--- config.mk ---
export PLATFORM = sky130hd
export DESIGN_NAME = retry_timeout_monitor
export DESIGN_NICKNAME = d
export VERILOG_FILES = /design/src/retry_monitor_pkg.sv /design/src/retry_wait_counter.sv /design/src/retry_timeout_monitor.sv
export SDC_FILE = /design/constraint.sdc
export NUM_CORES = 1
export LEC_CHECK = 0
export ABC_AREA = 1
export BUFFER_PORTS_ARGS = -buffer_cell sky130_fd_sc_hd__buf_2
export CAP_MARGIN = 20
export CORE_ASPECT_RATIO = 0.9
export CORE_MARGIN = 2
export CORE_UTILIZATION = 45
export DETAILED_ROUTE_END_ITERATION = 7
export PLACE_DENSITY = 0.66
export SLEW_MARGIN = 15
export SYNTH_ARGS = -nofsm -noshare
export SYNTH_HDL_FRONTEND = slang
export SYNTH_SLANG_ARGS = --single-unit
--- constraint.sdc ---
create_clock -name clk -period 1.9 [get_ports clk]
set_clock_uncertainty 0.15 [all_clocks]
set_input_delay 0.19 -clock clk [delete_from_list [all_inputs] [get_ports clk]]
set_output_delay 0.19 -clock clk [all_outputs]
set_load 0.01 [all_outputs]
--- src/retry_monitor_pkg.sv ---
// Purpose: Shared constants and types for the retry time-out monitor.
// Assumes: One clock; the bus clock also serves as the retry count clock.
// Notes: Register map is byte addressed, one aligned 32-bit word each.
package retry_monitor_pkg;

    // Bus widths
    localparam int ADDR_W = 12;
    localparam int DATA_W = 32;

    // Byte addresses of the registers
    localparam logic [ADDR_W-1:0] RETRY_REG_ADDR = 12'h090;
    localparam logic [ADDR_W-1:0] RETRY_REG_F1_ADDR = 12'h0a0;
    localparam logic [ADDR_W-1:0] IRQ_MASK_ADDR = 12'h094;

    // Field positions in the retry register
    localparam int HOST_EN_BIT = 7;
    localparam int CARD_EN_BIT = 6;
    localparam int CARD_B_EXP_BIT = 5;
    localparam int CARD_A_EXP_BIT = 3;
    localparam int HOST_EXP_BIT = 1;

    // Reset values
    localparam logic [7:0] RETRY_RESET = 8'hc0;
    localparam logic [7:0] IRQ_MASK_RESET = 8'h00;
    localparam logic HOST_EN_RESET = RETRY_RESET[HOST_EN_BIT];
    localparam logic CARD_EN_RESET = RETRY_RESET[CARD_EN_BIT];

    // Retry limit: a power of two of count clock cycles
    localparam int RETRY_LIMIT_EXP = 15;
    localparam int RETRY_LIMIT_PCI_CYCLES = 2 ** RETRY_LIMIT_EXP;
    // Count clock runs at the bus clock rate, so the ratio is one
    localparam int CLK_PER_PCI_CYCLE = 1;
    localparam int RETRY_LIMIT_CYCLES = RETRY_LIMIT_PCI_CYCLES * CLK_PER_PCI_CYCLE;
    localparam int CNT_W = 17;

    // AXI responses
    localparam logic [1:0] RESP_OKAY = 2'b00;
    localparam logic [1:0] RESP_SLVERR = 2'b10;

    // Events seen at one retried target
    typedef struct packed {
        logic retried;   // Device just answered a master with a retry
        logic returned;  // That master came back
    } retry_evt_s;

    // Wait tracker states, one-hot
    typedef enum logic [1:0] {
        WAIT_IDLE = 2'b01,
        WAIT_BUSY = 2'b10
    } wait_state_e;

endpackage

--- src/retry_wait_counter.sv ---
// Purpose: Times one retried master and pulses when it stays away too long.
// Assumes: Event pulses are one cycle wide and synchronous to clk.
// Notes: A fresh retry while already waiting keeps the running count.
module retry_wait_counter #(
    parameter int LIMIT = retry_monitor_pkg::RETRY_LIMIT_CYCLES
) (
    input wire logic clk,
    input wire logic reset_n,
    input wire logic enable,
    input wire retry_monitor_pkg::retry_evt_s evt,
    output logic expired
);

    retry_monitor_pkg::wait_state_e state; // Waiting or not
    logic [retry_monitor_pkg::CNT_W-1:0] count; // Cycles waited so far
    logic atLimit; // Last cycle of the allowed wait

    assign atLimit = (count == retry_monitor_pkg::CNT_W'(LIMIT - 1));

    // Wait tracking and cycle count
    always_ff @(posedge clk or negedge reset_n) begin
        if (!reset_n) begin
            state <= retry_monitor_pkg::WAIT_IDLE;
            count <= '0;
        end else begin
            case (state)
                retry_monitor_pkg::WAIT_IDLE: begin
                    count <= '0;
                    // Only an enabled counter starts timing
                    if (enable && evt.retried) begin
                        state <= retry_monitor_pkg::WAIT_BUSY; // RULE1
                    end
                end
                retry_monitor_pkg::WAIT_BUSY: begin
                    if (!enable) begin
                        // Disabled counter drops the wait
                        state <= retry_monitor_pkg::WAIT_IDLE; // RULE11
                        count <= '0;
                    end else if (evt.returned) begin
                        // Master back; a new retry restarts from zero
                        count <= '0; // RULE11
                        if (!evt.retried) begin
                            state <= retry_monitor_pkg::WAIT_IDLE;
                        end
                    end else if (atLimit) begin
                        state <= retry_monitor_pkg::WAIT_IDLE;
                        count <= '0;
                    end else begin
                        count <= count + 1'b1; // RULE1
                    end
                end
                default: begin
                    state <= retry_monitor_pkg::WAIT_IDLE;
                    count <= '0;
                end
            endcase
        end
    end

    // One-cycle expiry pulse when the full wait has passed
    always_ff @(posedge clk or negedge reset_n) begin
        if (!reset_n) begin
            expired <= 1'b0;
        end else begin
            expired <= (state == retry_monitor_pkg::WAIT_BUSY) && enable
                && !evt.returned && atLimit; // RULE1
        end
    end

endmodule

--- src/retry_timeout_monitor.sv ---
// Purpose: Retry time-out monitor with its control and status register.
// Assumes: AXI4-Lite master keeps one write and one read in flight at most.
// Notes: Both function views of the retry register share one copy.
//
// Behaviour
// (RULE1) Count 2^15 cycles after retry, then flag expiry
// (RULE2) Bit 7 enables host counter, resets one
// (RULE3) Bit 6 enables card counter, resets one
// (RULE4) Bit 5 flags card B expiry
// (RULE5) Bit 3 flags card A expiry
// (RULE6) Bit 1 flags host expiry
// (RULE7) Flags clear on write one, zero keeps
// (RULE8) Bits 4, 2, 0 always read zero
// (RULE9) Software uses function zero view only
// (RULE10) Card enable and A flag single shared copy
// (RULE11) Counter restarts on return or disable
module retry_timeout_monitor #(
    parameter int RETRY_LIMIT = retry_monitor_pkg::RETRY_LIMIT_CYCLES
) (
    input wire logic clk,
    input wire logic reset_n,
    // Retry events per target
    input wire retry_monitor_pkg::retry_evt_s hostEvt,
    input wire retry_monitor_pkg::retry_evt_s cardAEvt,
    input wire retry_monitor_pkg::retry_evt_s cardBEvt,
    // AXI4-Lite write address
    input wire logic [retry_monitor_pkg::ADDR_W-1:0] s_axi_awaddr,
    input wire logic [2:0] s_axi_awprot,
    input wire logic s_axi_awvalid,
    output logic s_axi_awready,
    // AXI4-Lite write data
    input wire logic [retry_monitor_pkg::DATA_W-1:0] s_axi_wdata,
    input wire logic [3:0] s_axi_wstrb,
    input wire logic s_axi_wvalid,
    output logic s_axi_wready,
    // AXI4-Lite write response
    output logic [1:0] s_axi_bresp,
    output logic s_axi_bvalid,
    input wire logic s_axi_bready,
    // AXI4-Lite read address
    input wire logic [retry_monitor_pkg::ADDR_W-1:0] s_axi_araddr,
    input wire logic [2:0] s_axi_arprot,
    input wire logic s_axi_arvalid,
    output logic s_axi_arready,
    // AXI4-Lite read data
    output logic [retry_monitor_pkg::DATA_W-1:0] s_axi_rdata,
    output logic [1:0] s_axi_rresp,
    output logic s_axi_rvalid,
    input wire logic s_axi_rready,
    // Level interrupt
    output logic irq
);

    // Control bits
    logic host_retry_counter_en; // Host counter enable
    logic card_retry_counter_en; // Card counter enable, shared by both views

    // Sticky expiry flags
    logic host_retry_expired;
    logic card_a_retry_expired; // Shared by both views
    logic card_b_retry_expired;

    // Interrupt mask, same layout as the retry register
    logic [7:0] irqMask;

    // Expiry pulses from the counters
    logic hostExpire;
    logic cardAExpire;
    logic cardBExpire;

    // Write channel holding state
    logic awHeld; // Write address taken, waiting for data
    logic wHeld; // Write data taken, waiting for address
    logic [retry_monitor_pkg::ADDR_W-1:0] awAddr;
    logic [7:0] wByte; // Only the low byte carries register bits
    logic wLane0; // Strobe for the low byte
    logic next_awHeld;
    logic next_wHeld;
    logic next_bvalid;
    logic next_rvalid;
    logic doWrite; // Both halves present and response free

    // Write decode
    logic wrRetry; // Either view of the retry register
    logic wrMask;
    logic wrMapped;
    logic [7:0] clearBits; // Flags cleared this cycle

    // Read decode
    logic [7:0] retryView; // Assembled retry register
    logic rdRetry;
    logic rdMask;

    // Host counter
    retry_wait_counter #(
        .LIMIT(RETRY_LIMIT)
    ) hostCounter (
        .clk(clk),
        .reset_n(reset_n),
        .enable(host_retry_counter_en), // RULE2
        .evt(hostEvt),
        .expired(hostExpire)
    );

    // Card A counter, gated by the shared card enable
    retry_wait_counter #(
        .LIMIT(RETRY_LIMIT)
    ) cardACounter (
        .clk(clk),
        .reset_n(reset_n),
        .enable(card_retry_counter_en), // RULE3
        .evt(cardAEvt),
        .expired(cardAExpire)
    );

    // Card B counter, gated by the shared card enable
    retry_wait_counter #(
        .LIMIT(RETRY_LIMIT)
    ) cardBCounter (
        .clk(clk),
        .reset_n(reset_n),
        .enable(card_retry_counter_en), // RULE3
        .evt(cardBEvt),
        .expired(cardBExpire)
    );

    // Write handshake bookkeeping
    assign doWrite = awHeld && wHeld && !s_axi_bvalid;

    always_comb begin
        next_awHeld = awHeld;
        next_wHeld = wHeld;
        next_bvalid = s_axi_bvalid;
        // Take each half as it arrives, in either order
        if (s_axi_awvalid && s_axi_awready) begin
            next_awHeld = 1'b1;
        end
        if (s_axi_wvalid && s_axi_wready) begin
            next_wHeld = 1'b1;
        end
        // Response retires on the master's ready
        if (s_axi_bvalid && s_axi_bready) begin
            next_bvalid = 1'b0;
        end
        if (doWrite) begin
            next_awHeld = 1'b0;
            next_wHeld = 1'b0;
            next_bvalid = 1'b1;
        end
    end

    // Read handshake bookkeeping
    always_comb begin
        next_rvalid = s_axi_rvalid;
        if (s_axi_rvalid && s_axi_rready) begin
            next_rvalid = 1'b0;
        end
        if (s_axi_arvalid && s_axi_arready) begin
            next_rvalid = 1'b1;
        end
    end

    // Write address capture and ready
    always_ff @(posedge clk or negedge reset_n) begin
        if (!reset_n) begin
            awHeld <= 1'b0;
            awAddr <= '0;
            s_axi_awready <= 1'b0;
        end else begin
            awHeld <= next_awHeld;
            if (s_axi_awvalid && s_axi_awready) begin
                awAddr <= s_axi_awaddr;
            end
            // Ready only while no address is parked and no response is pending
            s_axi_awready <= !next_awHeld && !next_bvalid;
        end
    end

    // Write data capture and ready
    always_ff @(posedge clk or negedge reset_n) begin
        if (!reset_n) begin
            wHeld <= 1'b0;
            wByte <= '0;
            wLane0 <= 1'b0;
            s_axi_wready <= 1'b0;
        end else begin
            wHeld <= next_wHeld;
            if (s_axi_wvalid && s_axi_wready) begin
                wByte <= s_axi_wdata[7:0];
                wLane0 <= s_axi_wstrb[0];
            end
            s_axi_wready <= !next_wHeld && !next_bvalid;
        end
    end

    // Write decode; both offsets reach the same bits
    assign wrRetry = (awAddr == retry_monitor_pkg::RETRY_REG_ADDR)
        || (awAddr == retry_monitor_pkg::RETRY_REG_F1_ADDR); // RULE10
    assign wrMask = (awAddr == retry_monitor_pkg::IRQ_MASK_ADDR);
    assign wrMapped = wrRetry || wrMask;

    // A one written to a flag position clears it; zero leaves it
    assign clearBits = (doWrite && wrRetry && wLane0) ? wByte : 8'h00; // RULE7

    // Write response
    always_ff @(posedge clk or negedge reset_n) begin
        if (!reset_n) begin
            s_axi_bvalid <= 1'b0;
            s_axi_bresp <= retry_monitor_pkg::RESP_OKAY;
        end else begin
            s_axi_bvalid <= next_bvalid;
            if (doWrite) begin
                // Unmapped addresses answer with an error
                s_axi_bresp <= wrMapped ? retry_monitor_pkg::RESP_OKAY
                    : retry_monitor_pkg::RESP_SLVERR;
            end
        end
    end

    // Counter enables
    always_ff @(posedge clk or negedge reset_n) begin
        if (!reset_n) begin
            host_retry_counter_en <= retry_monitor_pkg::HOST_EN_RESET; // RULE2
            card_retry_counter_en <= retry_monitor_pkg::CARD_EN_RESET; // RULE3
        end else if (doWrite && wrRetry && wLane0) begin
            host_retry_counter_en <= wByte[retry_monitor_pkg::HOST_EN_BIT]; // RULE2
            // Single copy, written through either view
            card_retry_counter_en <= wByte[retry_monitor_pkg::CARD_EN_BIT]; // RULE3 RULE10
        end
    end

    // Sticky expiry flags; a new expiry beats a clear in the same cycle
    always_ff @(posedge clk or negedge reset_n) begin
        if (!reset_n) begin
            host_retry_expired <= 1'b0;
            card_a_retry_expired <= 1'b0;
            card_b_retry_expired <= 1'b0;
        end else begin
            host_retry_expired <= hostExpire
                || (host_retry_expired
                && !clearBits[retry_monitor_pkg::HOST_EXP_BIT]); // RULE6 RULE7
            card_a_retry_expired <= cardAExpire
                || (card_a_retry_expired
                && !clearBits[retry_monitor_pkg::CARD_A_EXP_BIT]); // RULE5 RULE7 RULE10
            card_b_retry_expired <= cardBExpire
                || (card_b_retry_expired
                && !clearBits[retry_monitor_pkg::CARD_B_EXP_BIT]); // RULE4 RULE7
        end
    end

    // Interrupt mask; only flag positions are kept
    always_ff @(posedge clk or negedge reset_n) begin
        if (!reset_n) begin
            irqMask <= retry_monitor_pkg::IRQ_MASK_RESET;
        end else if (doWrite && wrMask && wLane0) begin
            irqMask <= '0;
            irqMask[retry_monitor_pkg::HOST_EXP_BIT] <=
                wByte[retry_monitor_pkg::HOST_EXP_BIT];
            irqMask[retry_monitor_pkg::CARD_A_EXP_BIT] <=
                wByte[retry_monitor_pkg::CARD_A_EXP_BIT];
            irqMask[retry_monitor_pkg::CARD_B_EXP_BIT] <=
                wByte[retry_monitor_pkg::CARD_B_EXP_BIT];
        end
    end

    // Retry register image; unlisted positions stay zero
    always_comb begin
        retryView = 8'h00; // RULE8
        retryView[retry_monitor_pkg::HOST_EN_BIT] = host_retry_counter_en;
        retryView[retry_monitor_pkg::CARD_EN_BIT] = card_retry_counter_en;
        retryView[retry_monitor_pkg::CARD_B_EXP_BIT] = card_b_retry_expired;
        retryView[retry_monitor_pkg::CARD_A_EXP_BIT] = card_a_retry_expired;
        retryView[retry_monitor_pkg::HOST_EXP_BIT] = host_retry_expired;
    end

    // Read decode; both views return the same image
    assign rdRetry = (s_axi_araddr == retry_monitor_pkg::RETRY_REG_ADDR)
        || (s_axi_araddr == retry_monitor_pkg::RETRY_REG_F1_ADDR); // RULE10
    assign rdMask = (s_axi_araddr == retry_monitor_pkg::IRQ_MASK_ADDR);

    // Read channel; data is captured when the address is taken
    always_ff @(posedge clk or negedge reset_n) begin
        if (!reset_n) begin
            s_axi_arready <= 1'b0;
            s_axi_rvalid <= 1'b0;
            s_axi_rdata <= '0;
            s_axi_rresp <= retry_monitor_pkg::RESP_OKAY;
        end else begin
            s_axi_rvalid <= next_rvalid;
            // One read at a time: no new address while data waits
            s_axi_arready <= !next_rvalid;
            if (s_axi_arvalid && s_axi_arready) begin
                if (rdRetry) begin
                    s_axi_rdata <= {24'h000000, retryView}; // RULE8
                    s_axi_rresp <= retry_monitor_pkg::RESP_OKAY;
                end else if (rdMask) begin
                    s_axi_rdata <= {24'h000000, irqMask};
                    s_axi_rresp <= retry_monitor_pkg::RESP_OKAY;
                end else begin
                    // Unmapped: zero data and an error
                    s_axi_rdata <= '0;
                    s_axi_rresp <= retry_monitor_pkg::RESP_SLVERR;
                end
            end
        end
    end

    // Interrupt level; registered so it lags the flags by one cycle
    always_ff @(posedge clk or negedge reset_n) begin
        if (!reset_n) begin
            irq <= 1'b0;
        end else begin
            irq <= |(retryView & irqMask);
        end
    end

endmodule

==> metrics.yaml, run 1 <==
outcome: "finished, final reports clean"
start_util_pct: 46.4
final_antenna_net_count: 0
worst_slew_margin_rel_pct: 66.2
io-pin-count: 121
antenna_found_initial: 0
htreeDepth: 3
drive_above_1_share_pct: 13.0
sequence_of_cells_on_the_critical_path: "ha_1 > nand2_1 > nor2_4 > nand2_4 > o21bai_4 > buf_4 > nor3_1"
via_per_inst: 4.64
place.detailed.instances: 842
largest_net_degree_at_the_start_of_global_routing: 43
numCtsBuffers: 9
cp-start-kind: "flip-flop"
dp.final_hpwl_mm: 7.12
clockPowerShare_pct: 31.8
finalHoldViolCount: 0
crit_path_max_fanout: 10
cts-root-to-sink-buffers: 2
cap_violations: 0
route.vias.total: 4097
drt_pre_antenna_iters: 5
grt_overflow_total: 0
yosys.area_share.adder_pct: 0.741
synth-warning-count: 0
synthCells: 634
postCtsHoldBufs: 25
max-vdd-ir-drop_v: 0.000468
synth.yosys.seq_area_share_pct: 50.0
clk_pin_slew_worst_paths_ns: 0.06
die_y_extent_microns: 105
root_buffer: "sky130_fd_sc_hd__clkbuf_16"
power_switching_uw: 1640
routed_wl_mm: 9.64
switching_share_pct: 29.6
synth.area.mux_share_pct: 0
drc: 0
timing.hold.worst_path_depth: 4
cpPeakStageDelay_ns: 0.37
layoutNonFillerInstCount: 883
core.rowCount: 36
worst_slew_pin_slew_ns: 0.507
finalSetupViolations: 0
track_usage_pct: 17.2
fillerInstances: 1040
routed_wire_length_per_instance_microns: 10.9
power_frac_seq_pct: 48.2
postCtsSetupBuffers: 0
critical_path_class: "reg2reg"
synth_top_family_by_area: "simple AND/OR/NAND/NOR gates"
timing.critical_path.slowest_stage_cell: "sky130_fd_sc_hd__dfrtp_1"
max_freq_mhz: 585
finalCriticalPeriod_ns: 1.71
antenna_cells_inserted: 0
setup-tns-final_ns: 0
timing.final.max_slew_violations: 0
floorplan.core_area_sq_mm: 0.0109
leading_cell_type_in_the_layout_fill_and_taps_excluded: "sky130_fd_sc_hd__nand2_1"
min-delay-path-class: "in2reg"
die_w_microns: 116
post_synthesis_compound_gate_area_fraction_pct: 3.56
fin_crit_sh_pct: 90.0
synth-seq-cells: 101
synth_xor_xnor_area_share_pct: 4.67
most-common-layout-cells: "sky130_fd_sc_hd__nand2_1, sky130_fd_sc_hd__nor2_1, sky130_fd_sc_hd__dfrtp_1"
required_ns: 1.97
ff_latch_area_sq_mm: 0.00253
yosys.area_share.simple_pct: 30.1
placement.io_buffers: 55
drt_iter0_markers: 184
multiInputGateArea_sq_mm: 0.00209
syn_avg_cell_area_sq_um: 7.98
power_leakage_uw: 0.00291
floorplan.die_area_sq_mm: 0.0121
combinational_fraction_of_design_power_pct: 20.0
netlist-cell-type-count: 27
final_replace_weighted_congestion: 0.831
finalCoreUtilization_pct: 55.3
area_delta_synth_final_pct: 19.0
crit_arrival_ns: 1.78
synth.cell_area_sq_mm: 0.00506
clk_latency_ns: 0.34
power-per-cell-area_mw_per_mm2: 917
reg2reg_depth: 7
clock_tree_from_tritoncts: "built"
nets: 808
grt_first_pass_wirelength_mm: 16.8
post_cts_resized: 0
internal-power_uw: 3890
vias_in_the_first_global_route: 4004
critical_path.endpoint_type: "flip-flop"
setup_repair_after_global_routing_missed_its_margin: "no"
cts.sinks: 101
[Yosys cell counts (all sizes together)]
| cell type | count | area share [%] |
|---|---|---|
| nand3 | 50 | 5.1 |
| ha | 3 | 0.74 |
| dfrtp | 96 | 47 |
| nand3b | 1 | 0.15 |
| buf | 33 | 5.1 |
| nand4 | 14 | 1.7 |
| a31oi | 1 | 0.12 |
| xnor2 | 5 | 0.87 |
| nor3 | 20 | 2.0 |
| o21ai | 25 | 2.5 |
| o21bai | 3 | 0.67 |
| clkbuf | 3 | 0.22 |
| inv | 74 | 5.5 |
| xor2 | 22 | 3.8 |
| dfstp | 5 | 2.6 |
| conb | 1 | 0.074 |
| nand2 | 168 | 13 |
| nor2 | 107 | 8.4 |
| a21oi | 3 | 0.30 |
[final timing paths]
path | start | endpoint | slack, ns
max | cardACounter.count[0]$_DFF_PN0_ | cardACounter.count[5]$_DFF_PN0_ | 0.19
min | cardBEvt[0] | cardBCounter.expired$_DFF_PN0_ | 0.01
max reg2reg | cardACounter.count[0]$_DFF_PN0_ | cardACounter.count[5]$_DFF_PN0_ | 0.19
min reg2reg | cardACounter.expired$_DFF_PN0_ | card_a_retry_expired$_DFF_PN0_ | 0.28
max in group asynchronous | reset_n | cardACounter.state[0]$_DFFE_PN1P_ | 0.79
min in group asynchronous | reset_n | cardBCounter.count[2]$_DFF_PN0_ | 0.18
[layer usage]
layer,GRT usage [%],vias up,share of wire (%)
met3,4.76,14,4.6
met2,29.2,83,47
li1,-,2112,-
met5,0,-,0
met1,21.3,1888,47
met4,5.02,0,1.3
[stage by stage]
step	setup WS [ns]	total power (uW)	hold WS [ns]	cell area, sq um
after floorplan	0.347	3450	-0.256	5170
after global placement	0.209	3690	0.0186	5480
after detailed placement	0.175	3770	0.0246	5480
after CTS	0.169	5580	0.0193	6020
after global routing	0.0559	5890	0.0378	6020
final	0.189	5520	0.0145	6020
[power groups by stage]
stage / sequential [uW] / clock, uW / combinational, uW
floorplan: 2690 / 0 / 764
global placement: 2680 / 0 / 1010
detailed placement: 2700 / 0 / 1070
CTS: 2660 / 1810 / 1120
global route: 2700 / 1910 / 1290
finish: 2660 / 1750 / 1110
[flip-flops by register name (all words and copies together) (netlist names), 2 cells and up]
register	count
cardACounter.count	17
cardBCounter.count	17
hostCounter.count	17
awAddr	12
s_axi_rdata	5
wByte	5
irqMask	3
cardACounter.state	2
cardBCounter.state	2
hostCounter.state	2
[final cells by class]
type	instances	share of cell area, %
sequential	101	42.1
multi-input combinational	451	34.6
timing repair buffer	89	10.7
inverter	74	4.61
clock buffer	13	4.49
tap	152	3.16
clock inverter	3	0.332
[kinds of logic after synthesis]
kind of cell,after synthesis
AO/OA/AOI/OAI,32
XOR/XNOR,27
adder cells (fa/ha/maj),3
buffers and inverters,110
flip-flops,101
other,1
AND/OR/NAND/NOR,360
[worst max-delay path, delay by kind of cell, from the launching register on]
kind / cells / cell delay [ns]
compound gates: 1 / 0.25
fa+ha+maj: 1 / 0.17
buf+inv: 1 / 0.21
flops: 1 / 0.37
simple gates: 4 / 0.44
Note: power is estimated with default switching activity, not from simulation.
==> run 2, diff against run 1 <==
--- a/config.mk
+++ b/config.mk
@@ -13,6 +13,7 @@
 export CORE_UTILIZATION = 45
 export DETAILED_ROUTE_END_ITERATION = 7
 export PLACE_DENSITY = 0.66
+export RECOVER_POWER = 100
 export SLEW_MARGIN = 15
 export SYNTH_ARGS = -nofsm -noshare
 export SYNTH_HDL_FRONTEND = slang
==> metrics.yaml, run 2 (synthesis gave the netlist of run 1 again) <==
outcome: "finished, final reports clean"  # unchanged
globalRouteMet1Util_pct: 21.3  # unchanged
crit_arrival_ns: 1.78  # about the same
post_cts_resized: 0  # unchanged
drt_iter0_markers: 191  # was 184
max-vdd-ir-drop_v: 0.000468  # about the same
numCtsBuffers: 9  # unchanged
worstHoldStart: "cardBEvt[0]"  # unchanged
cts.sinks: 101  # unchanged
vias_in_the_first_global_route: 4004  # unchanged
worst_slew_pin_slew_ns: 0.861  # was 0.507 ns
timing.final.max_slew_violations: 0  # unchanged
worstReg2RegStart: "cardACounter.count[0]$_DFF_PN0_"  # unchanged
required_ns: 1.97  # about the same
final_antenna_net_count: 0  # unchanged
htreeDepth: 3  # unchanged
sequence_of_cells_on_the_critical_path: "ha_1 > nand2_1 > nor2_4 > nand2_4 > o21bai_4 > buf_4 > nor3_1"  # unchanged
nets: 808  # unchanged
finalCriticalPeriod_ns: 1.71  # about the same
track_usage_pct: 17.2  # unchanged
critical_path.endpoint_type: "flip-flop"  # unchanged
io-pin-count: 121  # unchanged
routed_wl_mm: 9.67  # was 9.64 mm
most-common-layout-cells: "sky130_fd_sc_hd__nand2_1, sky130_fd_sc_hd__nor2_1, sky130_fd_sc_hd__dfrtp_1"  # unchanged
fillerInstances: 1048  # was 1,040
route.vias.total: 4100  # was 4,097
timing.critical_path.max_delay_family: "simple AND/OR/NAND/NOR gates"  # unchanged
drc: 0  # unchanged
setup-tns-final_ns: 0  # unchanged
clk_pin_slew_worst_paths_ns: 0.06  # about the same
cts-root-to-sink-buffers: 2  # unchanged
postCtsSetupBuffers: 0  # unchanged
area_delta_synth_final_pct: 18.3  # was 19.0%
leading_cell_type_in_the_layout_fill_and_taps_excluded: "sky130_fd_sc_hd__nand2_1"  # unchanged
r2r_setup_slack_ns: 0.19  # about the same
finalHoldViolCount: 0  # unchanged
clock_tree_from_tritoncts: "built"  # unchanged
timing.hold.worst_path_depth: 4  # unchanged
via_per_inst: 4.64  # about the same
dp.final_hpwl_mm: 7.12  # unchanged
floorplan.core_area_sq_mm: 0.0109  # unchanged
die_w_microns: 116  # unchanged
drive_above_1_share_pct: 10.5  # was 13.0%
r2r-end: "cardACounter.count[5]$_DFF_PN0_"  # unchanged
die_y_extent_microns: 105  # unchanged
setup_repair_after_global_routing_missed_its_margin: "no"  # unchanged
fin_crit_sh_pct: 90.0  # about the same
power_leakage_uw: 0.00286  # was 0.00291 uW
start_util_pct: 46.4  # unchanged
crit_path_max_fanout: 10  # unchanged
grt_overflow_total: 0  # unchanged
final_replace_weighted_congestion: 0.831  # unchanged
cp-start-kind: "flip-flop"  # unchanged
total_power_uw: 5500  # was 5520 uW
timing.critical_path.slowest_stage_cell: "sky130_fd_sc_hd__dfrtp_1"  # unchanged
drt_pre_antenna_iters: 4  # was 5
min-delay-path-class: "in2reg"  # unchanged
antenna_cells_inserted: 0  # unchanged
placement.io_buffers: 55  # unchanged
layoutNonFillerInstCount: 883  # unchanged
antenna_found_initial: 0  # unchanged
holdPathEnd: "cardBCounter.expired$_DFF_PN0_"  # unchanged
critical_path_class: "reg2reg"  # unchanged
largest_registers: "cardACounter.count x17, cardBCounter.count x17, hostCounter.count x17"  # unchanged
postCtsHoldBufs: 25  # unchanged
worst_slew_margin_rel_pct: 42.6  # was 66.2%
cap_violations: 0  # unchanged
largest_net_degree_at_the_start_of_global_routing: 43  # unchanged
place.detailed.instances: 842  # unchanged
finalSetupViolations: 0  # unchanged
critical_path_buf_inv_count: 1  # unchanged
grt_first_pass_wirelength_mm: 16.8  # unchanged
floorplan.die_area_sq_mm: 0.0121  # unchanged
cpPeakStageDelay_ns: 0.37  # about the same
clk_latency_ns: 0.34  # about the same
grtUsageMet2_pct: 29.2  # unchanged
power-per-cell-area_mw_per_mm2: 918  # was 917 mW/mm^2
root_buffer: "sky130_fd_sc_hd__clkbuf_16"  # unchanged
reg2reg_depth: 7  # unchanged
core.rowCount: 36  # unchanged
grt-busiest-layer: "met2"  # unchanged
globalRouteMet3Util_pct: 4.76  # unchanged
routed_wire_length_per_instance_microns: 11.0  # was 10.9 microns
max_freq_mhz: 585  # about the same
==> run 2: stage by stage <==
stage                     hold WS [ns]  setup slack (ns)  utilization (%)  instance area [sq um]
after CTS                       0.0193             0.169             55.3                   6020
final                           0.0144             0.191             54.9                   5990
after global routing            0.0378            0.0413             54.9                   5990
after detailed placement        0.0246             0.175             50.3                   5480
after floorplan                 -0.256             0.347                -                   5170
after global placement          0.0186             0.209             50.3                   5480
==> run 2: report_power, final <==
part	total [uW]	internal [uW]	switching (uW)
registers	2660	2500	162
logic	1080	369	707
clock network	1760	994	764
==> run 2: layout make-up <==
class	instances	area, sq um	area share [%]
clock buffers	13	270	4.51
clock inverters	3	20.0	0.334
inverters	74	278	4.64
multi-input cells	451	2080	34.7
flip-flops and latches	101	2530	42.3
well taps	152	190	3.18
repair buffers	89	619	10.3
==> run 2: layer usage <==
layer,part of all wire [%],routed length [microns]
met1,47,4530
met2,48,4600
met3,4.5,434
met4,1.1,109
met5,0,0
==> run 2: worst register-to-register path, cell delays in order (launching register included) <==
cell and delay [ns]:
sky130_fd_sc_hd__dfrtp_1 0.37, sky130_fd_sc_hd__ha_1 0.17, sky130_fd_sc_hd__nand2_1 0.12, sky130_fd_sc_hd__nor2_4 0.18
sky130_fd_sc_hd__nand2_4 0.09, sky130_fd_sc_hd__o21bai_4 0.25, sky130_fd_sc_hd__buf_4 0.21, sky130_fd_sc_hd__nor3_1 0.05
==> run 2: worst max-delay path by stage <==
stage	startpoint	to	slack, ns	cells after the start
final	cardACounter.count[0]$_DFF_PN0_	cardACounter.count[5]$_DFF_PN0_	0.19	7
after global routing	hostCounter.count[0]$_DFF_PN0_	hostCounter.count[2]$_DFF_PN0_	0.04	7
after CTS	cardACounter.count[0]$_DFF_PN0_	cardACounter.count[5]$_DFF_PN0_	0.17	7
after detailed placement	cardACounter.count[0]$_DFF_PN0_	cardACounter.count[5]$_DFF_PN0_	0.17	7
after global placement	cardACounter.count[0]$_DFF_PN0_	cardACounter.count[5]$_DFF_PN0_	0.21	7
after floorplan	hostCounter.count[0]$_DFF_PN0_	hostCounter.count[10]$_DFF_PN0_	0.35	7
